<file path="src/verilog/ppo_pkg.sv">
// constants and types shared by the pulse parameter output channel
`default_nettype none
package ppo_pkg;
   // word and link geometry
   localparam int WORD_W = 48;
   localparam int LANES = 8;
   localparam int LANE_BITS = 6;
   localparam int SLOT_BITS = 7;
   localparam int FWD_HIGH_SLOTS = 4;
   // channel word timing, nanoseconds and rates as documented
   localparam real WORD_PERIOD_NS = 12.5;
   localparam real MIN_HOLD_NS = 25.0;
   localparam int TX_WORD_MHZ = 80;
   localparam int RX_WORD_MHZ = 100;
   localparam int MIN_HOLD_WORDS = int'($ceil(MIN_HOLD_NS / WORD_PERIOD_NS));
   // output delay reaches two to the 29th word cycles
   localparam int DELAY_W = 30;
   localparam int FIFO_DEPTH = 32;
   // gradient word layout: 1k channel addresses in the top bits
   localparam int GRAD_ADDR_W = 10;
   localparam int GRAD_ADDR_LSB = 38;
   // deskew training
   localparam int DESKEW_WORDS = 16;
   localparam logic [47:0] DESKEW_PATTERN = 48'h5555_aaaa_5555;
   localparam logic [47:0] IDLE_WORD = 48'h0000_0000_0000;
   // inter-channel bus bit positions
   localparam int ICB_W = 3;
   localparam int ICB_RUN = 0;
   localparam int ICB_SUSPEND = 1;
   localparam int ICB_GRAD = 2;
   // attached-device codes on the status lines
   localparam logic [1:0] DEV_NONE = 2'h0;
   localparam logic [1:0] DEV_FREQ_GEN = 2'h1;
   localparam logic [1:0] DEV_GRAD_AMP = 2'h2;
   localparam logic [1:0] DEV_PREEMPH = 2'h3;
   typedef enum logic [1:0] {
      ROLE_FREQ = 2'b00,
      ROLE_GRAD = 2'b01,
      ROLE_TIMING = 2'b10
   } ppo_role_type;
   typedef enum logic [1:0] {
      ST_IDLE = 2'b00,
      ST_DELAY = 2'b01,
      ST_RUN = 2'b10,
      ST_SUSP = 2'b11
   } ppo_state_type;
endpackage
`default_nettype wire
</file>
<file path="src/verilog/ppo_channel.sv">
// transmit channel: parameter fifo, sequencer, role select and lane serializer
`default_nettype none

// parameterised word fifo with valid/ready on both sides
module ppo_fifo
   import ppo_pkg::*;
#(
   parameter int W = WORD_W,
   parameter int DEPTH = FIFO_DEPTH
)
(
   input wire logic clk_i,
   input wire logic rstn_i,
   input wire logic in_valid_i,
   input wire logic [W-1:0] in_data_i,
   output logic in_ready_o,
   output logic out_valid_o,
   output logic [W-1:0] out_data_o,
   input wire logic out_ready_i
);
   localparam int AW = $clog2(DEPTH);
   logic [W-1:0] mem_reg [DEPTH];
   logic [AW-1:0] wptr_reg;
   logic [AW-1:0] rptr_reg;
   logic [AW:0] cnt_reg;
   logic [AW:0] cnt_next;
   logic push;
   logic pop;
   logic ready_reg;

   // handshake decode
   assign push = in_valid_i && in_ready_o;
   assign pop = out_valid_o && out_ready_i;
   assign in_ready_o = ready_reg; // space flag straight from a flop
   assign out_valid_o = (cnt_reg != '0);
   assign out_data_o = mem_reg[rptr_reg];
   assign cnt_next = cnt_reg + (AW+1)'(push) - (AW+1)'(pop);

   // storage write
   always_ff @(posedge clk_i)
   begin
      if (push)
      begin
         mem_reg[wptr_reg] <= in_data_i;
      end
   end

   // pointers and fill level
   always_ff @(posedge clk_i or negedge rstn_i)
   begin
      if (!rstn_i)
      begin
         wptr_reg <= '0;
         rptr_reg <= '0;
         cnt_reg <= '0;
         ready_reg <= 1'b1;
      end
      else
      begin
         wptr_reg <= push ? AW'((wptr_reg + 1) % DEPTH) : wptr_reg;
         rptr_reg <= pop ? AW'((rptr_reg + 1) % DEPTH) : rptr_reg;
         cnt_reg <= cnt_next;
         ready_reg <= (cnt_next != (AW+1)'(DEPTH));
      end
   end
endmodule

// Notes on behaviour
// one 48-bit word leaves per channel word clock cycle.
// frequency set is two consecutive words; gradient setting one word.
// a new parameter word may take effect on any word cycle.
// in pulse role each word holds at least two word cycles.
// gradient words carry a 10-bit channel address, 1k channels.
// programmable start delay up to two to the 29th word cycles.
// inter-channel bus exchanges run, suspend, gradient state every cycle.
// processor fills fifo; running sequencer drains it at word pace.
// start, stop, suspend, resume act only through the timing channel.
// timing role drives pulse outputs; link then carries no valid data.
// each word serialized over 8 lanes with forwarded clock.
// each lane sends 6 payload bits plus one balance bit.
// far end deserializes lanes and rebuilds word and word clock.
// link driver stays enabled always, even without valid data; code holds lnk_en_o low during reset.
// deskew runs only on command; receiver enables it separately.
// deskew needed again after power-up and every reconnect.
// two status lines report the attached device type.
// word pacing follows the sampled word clock, up to receiver rate.
// gradient role only with gradient amplifier and no other gradient channel.
// status codes 00 none, 01 freq, 10 grad, 11 preemph; synced twice.
// fifo empty while running holds last word, sets sticky underrun.
module ppo_channel
   import ppo_pkg::*;
#(
   parameter int DEPTH = FIFO_DEPTH
)
(
   input wire logic clk_i,
   input wire logic rstn_i,
   input wire logic word_clk_i,
   input wire logic [1:0] dev_type_i,
   input wire logic role_timing_i,
   input wire logic wr_valid_i,
   input wire logic [WORD_W-1:0] wr_data_i,
   output logic wr_ready_o,
   input wire logic start_i,
   input wire logic stop_i,
   input wire logic suspend_i,
   input wire logic resume_i,
   input wire logic [DELAY_W-1:0] delay_i,
   input wire logic deskew_cmd_i,
   input wire logic underrun_clr_i,
   input wire logic [ICB_W-1:0] icb_i,
   output logic [ICB_W-1:0] icb_o,
   output logic [LANES-1:0] lane_o,
   output logic lnk_clk_o,
   output logic lnk_en_o,
   output logic lnk_valid_o,
   output logic [WORD_W-1:0] pulse_o,
   output logic [GRAD_ADDR_W-1:0] grad_addr_o,
   output logic [1:0] role_o,
   output logic [1:0] dev_type_o,
   output logic running_o,
   output logic underrun_o,
   output logic deskew_busy_o,
   output logic deskew_needed_o
);
   // balance bit gives each lane slot an odd count of ones
   function automatic logic balance(input logic [LANE_BITS-1:0] bits);
      return ~(^bits);
   endfunction

   // synchronisers for pins from outside the clock domain
   logic wclk_s1_reg;
   logic wclk_s2_reg;
   logic wclk_d_reg;
   logic [1:0] dev_s1_reg;
   logic [1:0] dev_s2_reg;
   logic [1:0] dev_d_reg;
   logic tim_s1_reg;
   logic tim_s2_reg;
   ppo_role_type role_reg;
   ppo_role_type role_next;
   ppo_state_type state_reg;
   ppo_state_type state_next;
   logic [DELAY_W-1:0] dly_cnt_reg;
   logic [1:0] hold_cnt_reg;
   logic [WORD_W-1:0] cur_word_reg;
   logic [SLOT_BITS-1:0] sreg_reg [LANES];
   logic [2:0] bit_cnt_reg;
   logic [4:0] dsk_cnt_reg;
   logic dsk_word_reg;
   logic pop_valid_reg;
   logic tick;
   logic fifo_valid;
   logic [WORD_W-1:0] fifo_data;
   logic pop;
   logic hold_ok;
   logic run_cmd;
   logic stop_cmd;
   logic susp_cmd;
   logic res_cmd;
   logic starve;
   logic reconnect;
   logic deskew_go;
   logic [WORD_W-1:0] tx_word;

   always_ff @(posedge clk_i or negedge rstn_i)
   begin
      if (!rstn_i)
      begin
         wclk_s1_reg <= 1'b0;
         wclk_s2_reg <= 1'b0;
         wclk_d_reg <= 1'b0;
         dev_s1_reg <= DEV_NONE;
         dev_s2_reg <= DEV_NONE;
         dev_d_reg <= DEV_NONE;
         tim_s1_reg <= 1'b0;
         tim_s2_reg <= 1'b0;
      end
      else
      begin
         wclk_s1_reg <= word_clk_i;
         wclk_s2_reg <= wclk_s1_reg;
         wclk_d_reg <= wclk_s2_reg;
         dev_s1_reg <= dev_type_i;
         dev_s2_reg <= dev_s1_reg;
         dev_d_reg <= dev_s2_reg;
         tim_s1_reg <= role_timing_i;
         tim_s2_reg <= tim_s1_reg;
      end
   end

   // word tick, acquisition commands and role choice
   assign tick = wclk_s2_reg && !wclk_d_reg;
   assign run_cmd = (role_reg == ROLE_TIMING) ? start_i : icb_i[ICB_RUN];
   assign stop_cmd = (role_reg == ROLE_TIMING) ? stop_i : !icb_i[ICB_RUN];
   assign susp_cmd = (role_reg == ROLE_TIMING) ? suspend_i : icb_i[ICB_SUSPEND];
   assign res_cmd = (role_reg == ROLE_TIMING) ? resume_i : !icb_i[ICB_SUSPEND];
   assign role_next = tim_s2_reg ? ROLE_TIMING :
      ((dev_s2_reg == DEV_GRAD_AMP) && (role_reg == ROLE_GRAD || !icb_i[ICB_GRAD])) ? ROLE_GRAD :
      ROLE_FREQ;
   assign hold_ok = (role_reg != ROLE_TIMING) || (hold_cnt_reg == 2'h0);
   assign pop = tick && (state_reg == ST_RUN) && fifo_valid && hold_ok;
   assign starve = tick && (state_reg == ST_RUN) && !fifo_valid && hold_ok;
   assign reconnect = (dev_d_reg == DEV_NONE) && (dev_s2_reg != DEV_NONE);
   assign deskew_go = deskew_cmd_i && !deskew_busy_o;
   assign tx_word = dsk_word_reg ? DESKEW_PATTERN :
      (role_reg == ROLE_TIMING || !pop_valid_reg) ? IDLE_WORD : cur_word_reg;

   // sequencer next state
   always_comb
   begin
      state_next = state_reg;
      unique case (state_reg)
         ST_IDLE: if (run_cmd) state_next = ST_DELAY;
         ST_DELAY: if (stop_cmd) state_next = ST_IDLE;
            else if (tick && dly_cnt_reg == '0) state_next = ST_RUN;
         ST_RUN: if (stop_cmd) state_next = ST_IDLE;
            else if (susp_cmd) state_next = ST_SUSP;
         ST_SUSP: if (stop_cmd) state_next = ST_IDLE;
            else if (res_cmd) state_next = ST_RUN;
      endcase
   end

   ppo_fifo #(.W(WORD_W), .DEPTH(DEPTH)) u_fifo
   (
      .clk_i(clk_i),
      .rstn_i(rstn_i),
      .in_valid_i(wr_valid_i),
      .in_data_i(wr_data_i),
      .in_ready_o(wr_ready_o),
      .out_valid_o(fifo_valid),
      .out_data_o(fifo_data),
      .out_ready_i(pop)
   );

   // sequencer, delay, hold and word registers
   always_ff @(posedge clk_i or negedge rstn_i)
   begin
      if (!rstn_i)
      begin
         role_reg <= ROLE_FREQ;
         state_reg <= ST_IDLE;
         dly_cnt_reg <= '0;
         hold_cnt_reg <= 2'h0;
         cur_word_reg <= IDLE_WORD;
         pop_valid_reg <= 1'b0;
         underrun_o <= 1'b0;
      end
      else
      begin
         role_reg <= (state_reg == ST_IDLE) ? role_next : role_reg;
         state_reg <= state_next;
         dly_cnt_reg <= (state_reg == ST_IDLE) ? delay_i :
            (tick && dly_cnt_reg != '0) ? dly_cnt_reg - 1'b1 : dly_cnt_reg;
         hold_cnt_reg <= pop ? 2'(MIN_HOLD_WORDS - 1) :
            (tick && hold_cnt_reg != 2'h0) ? hold_cnt_reg - 2'h1 : hold_cnt_reg;
         cur_word_reg <= pop ? fifo_data : cur_word_reg;
         pop_valid_reg <= tick ? pop : pop_valid_reg;
         underrun_o <= starve || (underrun_o && !underrun_clr_i);
      end
   end

   // deskew request and training run
   always_ff @(posedge clk_i or negedge rstn_i)
   begin
      if (!rstn_i)
      begin
         dsk_cnt_reg <= '0;
         dsk_word_reg <= 1'b0;
         deskew_busy_o <= 1'b0;
         deskew_needed_o <= 1'b1;
      end
      else
      begin
         deskew_busy_o <= deskew_go || (deskew_busy_o && !(tick && dsk_cnt_reg == 5'h1));
         dsk_cnt_reg <= deskew_go ? 5'(DESKEW_WORDS) : (tick && dsk_cnt_reg != '0) ? dsk_cnt_reg - 5'h1 : dsk_cnt_reg;
         dsk_word_reg <= tick ? deskew_busy_o : dsk_word_reg;
         deskew_needed_o <= reconnect || (deskew_needed_o && !deskew_go);
      end
   end

   // lane serializer and forwarded clock
   always_ff @(posedge clk_i or negedge rstn_i)
   begin
      if (!rstn_i)
      begin
         for (int l = 0; l < LANES; l++) sreg_reg[l] <= '0;
         bit_cnt_reg <= 3'(SLOT_BITS);
         lane_o <= '0;
         lnk_clk_o <= 1'b0;
         lnk_en_o <= 1'b0;
         lnk_valid_o <= 1'b0;
      end
      else
      begin
         for (int l = 0; l < LANES; l++)
         begin
            sreg_reg[l] <= tick ? {balance(tx_word[l*LANE_BITS +: LANE_BITS]), tx_word[l*LANE_BITS +: LANE_BITS]} :
               (sreg_reg[l] >> 1);
            lane_o[l] <= sreg_reg[l][0];
         end
         bit_cnt_reg <= tick ? 3'h0 : (bit_cnt_reg != 3'(SLOT_BITS)) ? bit_cnt_reg + 3'h1 : bit_cnt_reg;
         lnk_clk_o <= (bit_cnt_reg < 3'(FWD_HIGH_SLOTS));
         lnk_en_o <= 1'b1;
         lnk_valid_o <= tick ? (pop_valid_reg && role_reg != ROLE_TIMING && !dsk_word_reg) : lnk_valid_o;
      end
   end

   // pulse outputs, bus exchange and status
   always_ff @(posedge clk_i or negedge rstn_i)
   begin
      if (!rstn_i)
      begin
         pulse_o <= '0;
         grad_addr_o <= '0;
         icb_o <= '0;
         role_o <= ROLE_FREQ;
         dev_type_o <= DEV_NONE;
         running_o <= 1'b0;
      end
      else
      begin
         pulse_o <= (role_reg == ROLE_TIMING) ? cur_word_reg : '0;
         grad_addr_o <= (role_reg == ROLE_GRAD) ? cur_word_reg[GRAD_ADDR_LSB +: GRAD_ADDR_W] : '0;
         icb_o[ICB_RUN] <= (state_next == ST_DELAY || state_next == ST_RUN || state_next == ST_SUSP);
         icb_o[ICB_SUSPEND] <= (state_next == ST_SUSP);
         icb_o[ICB_GRAD] <= (role_reg == ROLE_GRAD);
         role_o <= role_reg;
         dev_type_o <= dev_s2_reg;
         running_o <= (state_reg == ST_RUN);
      end
   end
endmodule
`default_nettype wire

</file>
<file path="config.mk">
export PLATFORM = sky130hd
export DESIGN_NAME = ppo_channel
export DESIGN_NICKNAME = d
export VERILOG_FILES = /design/src/verilog/ppo_pkg.sv /design/src/verilog/ppo_channel.sv
export SDC_FILE = /design/constraint.sdc
export NUM_CORES = 2
export LEC_CHECK = 0
export ABC_AREA = 0
export CAP_MARGIN = 10
export CORE_ASPECT_RATIO = 1.1
export CORE_UTILIZATION = 61
export CTS_CLUSTER_DIAMETER = 60
export DETAILED_ROUTE_END_ITERATION = 16
export DONT_BUFFER_PORTS = 1
export GPL_TIMING_DRIVEN = 0
export PLACE_DENSITY = 0.77
export SYNTH_ARGS = -nofsm -noshare
export SYNTH_HDL_FRONTEND = slang
export SYNTH_HIERARCHICAL = 1
export SYNTH_SLANG_ARGS = --single-unit
</file>
<file path="constraint.sdc">
create_clock -name clk_i -period 7.7 [get_ports clk_i]
set_input_delay 1.54 -clock clk_i [delete_from_list [all_inputs] [get_ports clk_i]]
set_output_delay 1.54 -clock clk_i [all_outputs]
set_load 0.005 [all_outputs]
</file>
== Word-level counts from Yosys, hierarchy flattened ==
Memory sizes are Yosys's and may differ from the RTL's. A register that Yosys moved wholly into a read port is not among the register bits.
Cells that the tools add are included.
Storage, ports and cells
  flip-flop bits (word level): 208
  bits in writable memories: 1536
  output and inout port bits: 81
  memories: 1
Memory list
  u_fifo.mem_reg: words 32, bits a word 48, read ports 1, clocked after Yosys merged registers in 1, wr ports 1, line ppo_channel.sv:22  | logic [W-1:0] mem_reg [DEPTH];
Operators by class
  add/subtract/negate cells: 8
  $lt $le $gt $ge: 1
  eq/ne operators: 13
  multiplexer cells: 36
  bitwise gates (word level): 8
  reduce and logical (&&, ||, !) cells: 62
Operator list (number)
  2-to-1 mux 48 bit: 3
  2-to-1 mux 30 bit: 2
  2-to-1 mux 7 bit: 8
  parity 6 bit: 8
  logical NOT 30 bit: 1
  nonzero test 30 bit: 1
  subtractor 30 x 1 -> 30 bit, second input constant: 1
  logical AND 1 bit: 21
  2-to-1 mux 2 bit: 10
  == test 2 bit, second input constant: 6
  logical NOT 1 bit: 12
  nonzero test 2 bit: 6
  adder 5 x 1 -> 5 bit, second input constant: 2
  2-to-1 mux 10 bit: 1
  2-to-1 mux 5 bit: 2
  logical OR 1 bit: 8
  NOT 1 bit: 8
  one-hot mux 2 bit (4 select lines): 1
  2-to-1 mux 1 bit: 7
  adder 6 x 1 -> 6 bit: 1
  == test 2 x 1 -> 1 bit, second input constant: 3
  logical NOT 2 bit: 3
  2-to-1 mux 3 bit: 2
  inequality test 6 bit, second input constant: 1
  other kinds (10): 10

== Longest topological paths before layout ==
  depth in word-level cells: 9
  gate-level depth with buffers: 18
  depth with buffers taken out: 16

== Cells and area by module ==
Netlist, hierarchy kept.
By module, submodules not included
  ppo_fifo: instances 1, cells each 2636, area an instance 59017.9 um^2, seq. area each 46550.9 um^2
  ppo_channel: instances 1, cells each 795, area an instance 9663.0 um^2, seq. area each 5985.7 um^2

== Least setup slack after synthesis ==
OpenSTA, ideal clock, no wires.
  path kind: input-to-reg
  from: input port wr_valid_i
  to: memory u_fifo/mem_reg[31][0] (netlist name) (enable)
  setup time: 0.454 ns
  data arrival time: 4.253 ns
  data required time: 7.246 ns
  slack: 2.993 ns
  cell stages on the path: 5
  path buffers: 2
  cell sequence: and2_1 > clkbuf_1 > nand2_1 > clkbuf_1 > nor2_1
Between the ends
  cells in the longest elaborated chain, start to end: 3
RTL lines
  start: declaration: line ppo_channel.sv:101  | input wire logic wr_valid_i,
  logical AND 1 bit: line ppo_channel.sv:32  | assign push = in_valid_i && in_ready_o;
  2-to-1 mux 1 bit: line ppo_channel.sv:42  | if (push)
  2-to-1 mux 1 bit (implied by the code): line ppo_channel.sv:44  | mem_reg[wptr_reg] <= in_data_i;
  end: declaration: line ppo_channel.sv:22
No other way between the ends.

== Final worst setup path ==
  from: register wclk_s2_reg
  to: register u_fifo.ready_reg (netlist: u_fifo/in_ready_o)
Between the ends
  cells in the longest elaborated chain, start to end: 7
RTL lines
  start: declaration: line ppo_channel.sv:133  | logic wclk_s2_reg;
  start signal: assignment: line ppo_channel.sv:182  | wclk_s2_reg <= wclk_s1_reg;
  logical AND 1 bit: line ppo_channel.sv:193  | assign tick = wclk_s2_reg && !wclk_d_reg;
  logical AND 1 bit (3 in a row): line ppo_channel.sv:202  | assign pop = tick && (state_reg == ST_RUN) && fifo_valid && hold_ok;
  via pop: line ppo_channel.sv:155  | logic pop;
  logical AND 1 bit: line ppo_channel.sv:33  | assign pop = out_valid_o && out_ready_i;
  via u_fifo.pop: line ppo_channel.sv:28  | logic pop;
  subtractor 6 x 1 -> 6 bit: line ppo_channel.sv:37  | assign cnt_next = cnt_reg + (AW+1)'(push) - (AW+1)'(pop);
  via u_fifo.cnt_next[1]: line ppo_channel.sv:26  | logic [AW:0] cnt_next;
  inequality test 6 bit: line ppo_channel.sv:63  | ready_reg <= (cnt_next != (AW+1)'(DEPTH));
  end signal: assignment: line ppo_channel.sv:63
  end: declaration: line ppo_channel.sv:29  | logic ready_reg;
The timed path passes the listed nets, and every way through them passes these cells.
A chain may end at the register's enable or synchronous reset.

==> flow_metrics.py <==
metrics = {
    "outcome": {
        "run_status": "finished, final reports clean",
    },
    "critical_path": {
        "regToRegSetupSlack_ps": 2310,
        "rr_endpoint": "u_fifo/in_ready_o$_DFF_PN1_",
        "required_ps": 8380,
        "cp-end-kind": "register",
        "cpMostUsedCell": "inv_1",
        "reg2reg_depth": 15,
        "slowest_delay_ps": 710,
        "r2r-start": "wclk_s2_reg$_DFF_PN0_",
        "path_class": "reg2reg",
        "critPathLaunchType": "register",
        "crit_arrival_ps": 6080,
        "crit_family": "buffers and inverters",
        "slowest_stage": "o2111ai_1",
        "crit_buf_inv": 7,
        "path_cells": "nor2b_1, buf_1, o2111ai_1, clkbuf_1, inv_1, and2_1, clkbuf_1, ha_1, inv_1, ha_1, inv_1, fa_1, inv_1, or3_1, or4b_2",
        "path_max_fanout": 10,
    },
    "global_routing": {
        "grt_pass1_vias": 36674,
        "grt.total_usage_pct": 30.4,
        "grt-ovfl-total": 0,
        "grt_max_degree": 257,
        "grt_pass1_wl_um": 246000,
        "antenna_found_initial": 16,
    },
    "worst_hold_path": {
        "min-delay-start": "sreg_reg[28]$_DFF_PN0_",
        "hold_depth": 0,
        "hold_class": "reg2reg",
        "hold_end": "lane_o[3]$_DFF_PN0_",
    },
    "cts": {
        "ctsHoldBuffers": 0,
        "cts_root_buf": "clkbuf_16",
        "cts_buffers": 168,
        "cts_htree_levels": 4,
        "clock_latency_ps": 790,
        "cts.sinks": 1792,
        "cts_tree": "done",
        "clk_pin_slew_ps": 60,
        "clockBufferDepth": 3,
        "cts_resized": 0,
        "postCtsSetupBuffers": 0,
    },
    "floorplan": {
        "core_sq_um": 111000,
        "start_util_pct": 61.8,
        "rows": 128,
        "die_x_um": 322,
        "die_h_um": 354,
        "io_pins": 175,
        "dieArea_sq_um": 114000,
    },
    "logic_synthesis": {
        "ys_seq_area_share_pct": 76.5,
        "synth_flop_cell": "edfxtp_1",
        "syn_avg_cell_area_sq_um": 20.0,
        "synth_warnings": 6,
        "syn_inst": 3431,
        "syn_nets": 3547,
        "yosysTopAreaCellShare_pct": 67.2,
        "synth.largest_area_cell": "edfxtp_1",
        "async_reset_ff_share_pct": 14.3,
        "synth_edf_count": 1536,
        "netlist_area_sq_um": 68700,
        "yosysUniqueCellTypes": 66,
        "ys_top_cells_by_area": "edfxtp_1, mux4_2, dfrtp_1",
        "ys_seq_elements": 1792,
    },
    "timing": {
        "finalSetupViolations": 0,
        "slew_viol_final": 0,
        "fin_crit_sh_pct": 70.1,
        "post-route-min-period_ps": 5390,
        "setup-tns-final_ps": 0,
        "hold_slack_ps": 347,
        "max_freq_mhz": 185,
        "finalHoldViolations": 0,
        "maxSlewHeadroom_pct": 19.8,
        "fin_skew_ps": 32.8,
        "rsz0062_at_grt": "false",
        "tightest_slew_ps": 1200,
    },
    "routing": {
        "wl_per_cell_um": 32.0,
        "vias": 35751,
        "first_pass_iters": 6,
        "drtAntennaViolNets": 0,
        "routed_wl_um": 170000,
        "dr.first_iter.drc_count": 4448,
        "viasPerCell": 6.75,
        "drc_errors": 0,
    },
    "cells_and_area": {
        "fillerInstances": 6541,
        "layout_common_cells": "edfxtp_1, mux4_2, dfrtp_1",
        "nets": 3774,
        "areaGrowthSynthToFinish_pct": 12.7,
        "largest_reg_flops": 1536,
        "drive_above_1_share_pct": 20.4,
        "final_common_cell": "edfxtp_1",
    },
    "power": {
        "cellPowerDensity_nw_per_um2": 281,
        "peakVddDrop_uv": 239,
        "finalPower_mw": 21.8,
        "power.leakage_nw": 25.2,
    },
    "place": {
        "place.gp.congestion": 0.907,
        "io_buffers": 0,
        "dp_hpwl_um": 109000,
    },
    "job": {
        "max_cap_viol_count": 0,
    },
}
-- stage by stage --
step           cell area [sq um]  setup slack (ps)  instances  util, %
2_1_floorplan              68700              2990       3431        -
3_3_place_gp               70600               129       4926     63.5
3_5_place_dp               71900              2390       4983     64.7
4_1_cts                    77400              2360       5291     69.6
5_1_grt                    77400              2090       5293     69.6
6_report                   77400              2310       5295     69.6
-- cell type report --
type                            count  area (sq um)  share of cell area, %
Tap cell                         1495          1870                   2.42
Sequential cell                  1792         52500                   67.9
Timing Repair Buffer               57          1160                   1.49
Antenna cell                        4          10.0                 0.0129
Buffer                            200          1070                   1.38
Clock inverter                     88           828                   1.07
Clock buffer                      220          4610                   5.95
Inverter                           27           101                  0.131
Multi-Input combinational cell   1412         15200                   19.7
-- cells in the mapped netlist, drive strengths merged (46+ instances only) --
cell type / instances
a211oi: 95
a21oi: 87
a22o: 71
a22oi: 48
and2: 62
buf: 99
clkbuf: 101
dfrtp: 251
edfxtp: 1536
mux2: 49
mux2i: 194
mux4: 290
nand2: 58
nor2: 76
o21ai: 46
o221ai: 49
o22ai: 48
xnor2: 47
-- power by group --
part           total [mW]  switching [mW]  internal (mW)
sequential           11.6           0.310           11.3
combinational        1.99            1.24          0.745
clock                8.21            3.52           4.69
-- layer usage --
| metal | wire (um) | GRT usage [%] | up-vias |
|---|---|---|---|
| met5 | 87 | 0 | - |
| met4 | 8230 | 14.5 | 14 |
| met3 | 18400 | 7.79 | 456 |
| met2 | 84900 | 50.3 | 2374 |
| met1 | 58000 | 37.5 | 18415 |
| li1 | - | - | 14492 |
-- logic make-up (layout without fill, tap and decap cells) --
logic type                 after synthesis  in the layout  share of synthesized area [%]
DFF                                   1792           1792                           76.5
muxes                                  533            533                           13.1
AOI/OAI and AO/OA                      503            503                           5.18
and+or+nand+nor                        290            290                           2.26
buffers and inverters                  227            592                           1.70
xor gates and xnor gates                63             63                          0.803
adders and majority gates               22             22                          0.412
other                                    1              5                        0.00546
-- how the worst max path moves through the flow --
| stage | from | end | cells past startpoint |
|---|---|---|---|
| 2_1_floorplan | wr_valid_i | u_fifo/mem_reg[31][0]$_DFFE_PP_ | 5 |
| 4_1_cts | wclk_s2_reg$_DFF_PN0_ | u_fifo/in_ready_o$_DFF_PN1_ | 15 |
| 3_3_place_gp | wr_valid_i | u_fifo/mem_reg[11][19]$_DFFE_PP_ | 5 |
| 6_report | wclk_s2_reg$_DFF_PN0_ | u_fifo/in_ready_o$_DFF_PN1_ | 15 |
| 5_1_grt | wclk_s2_reg$_DFF_PN0_ | u_fifo/in_ready_o$_DFF_PN1_ | 15 |
| 3_5_place_dp | wclk_s2_reg$_DFF_PN0_ | u_fifo/in_ready_o$_DFF_PN1_ | 15 |
Note: power is estimated with default switching activity, not from simulation.
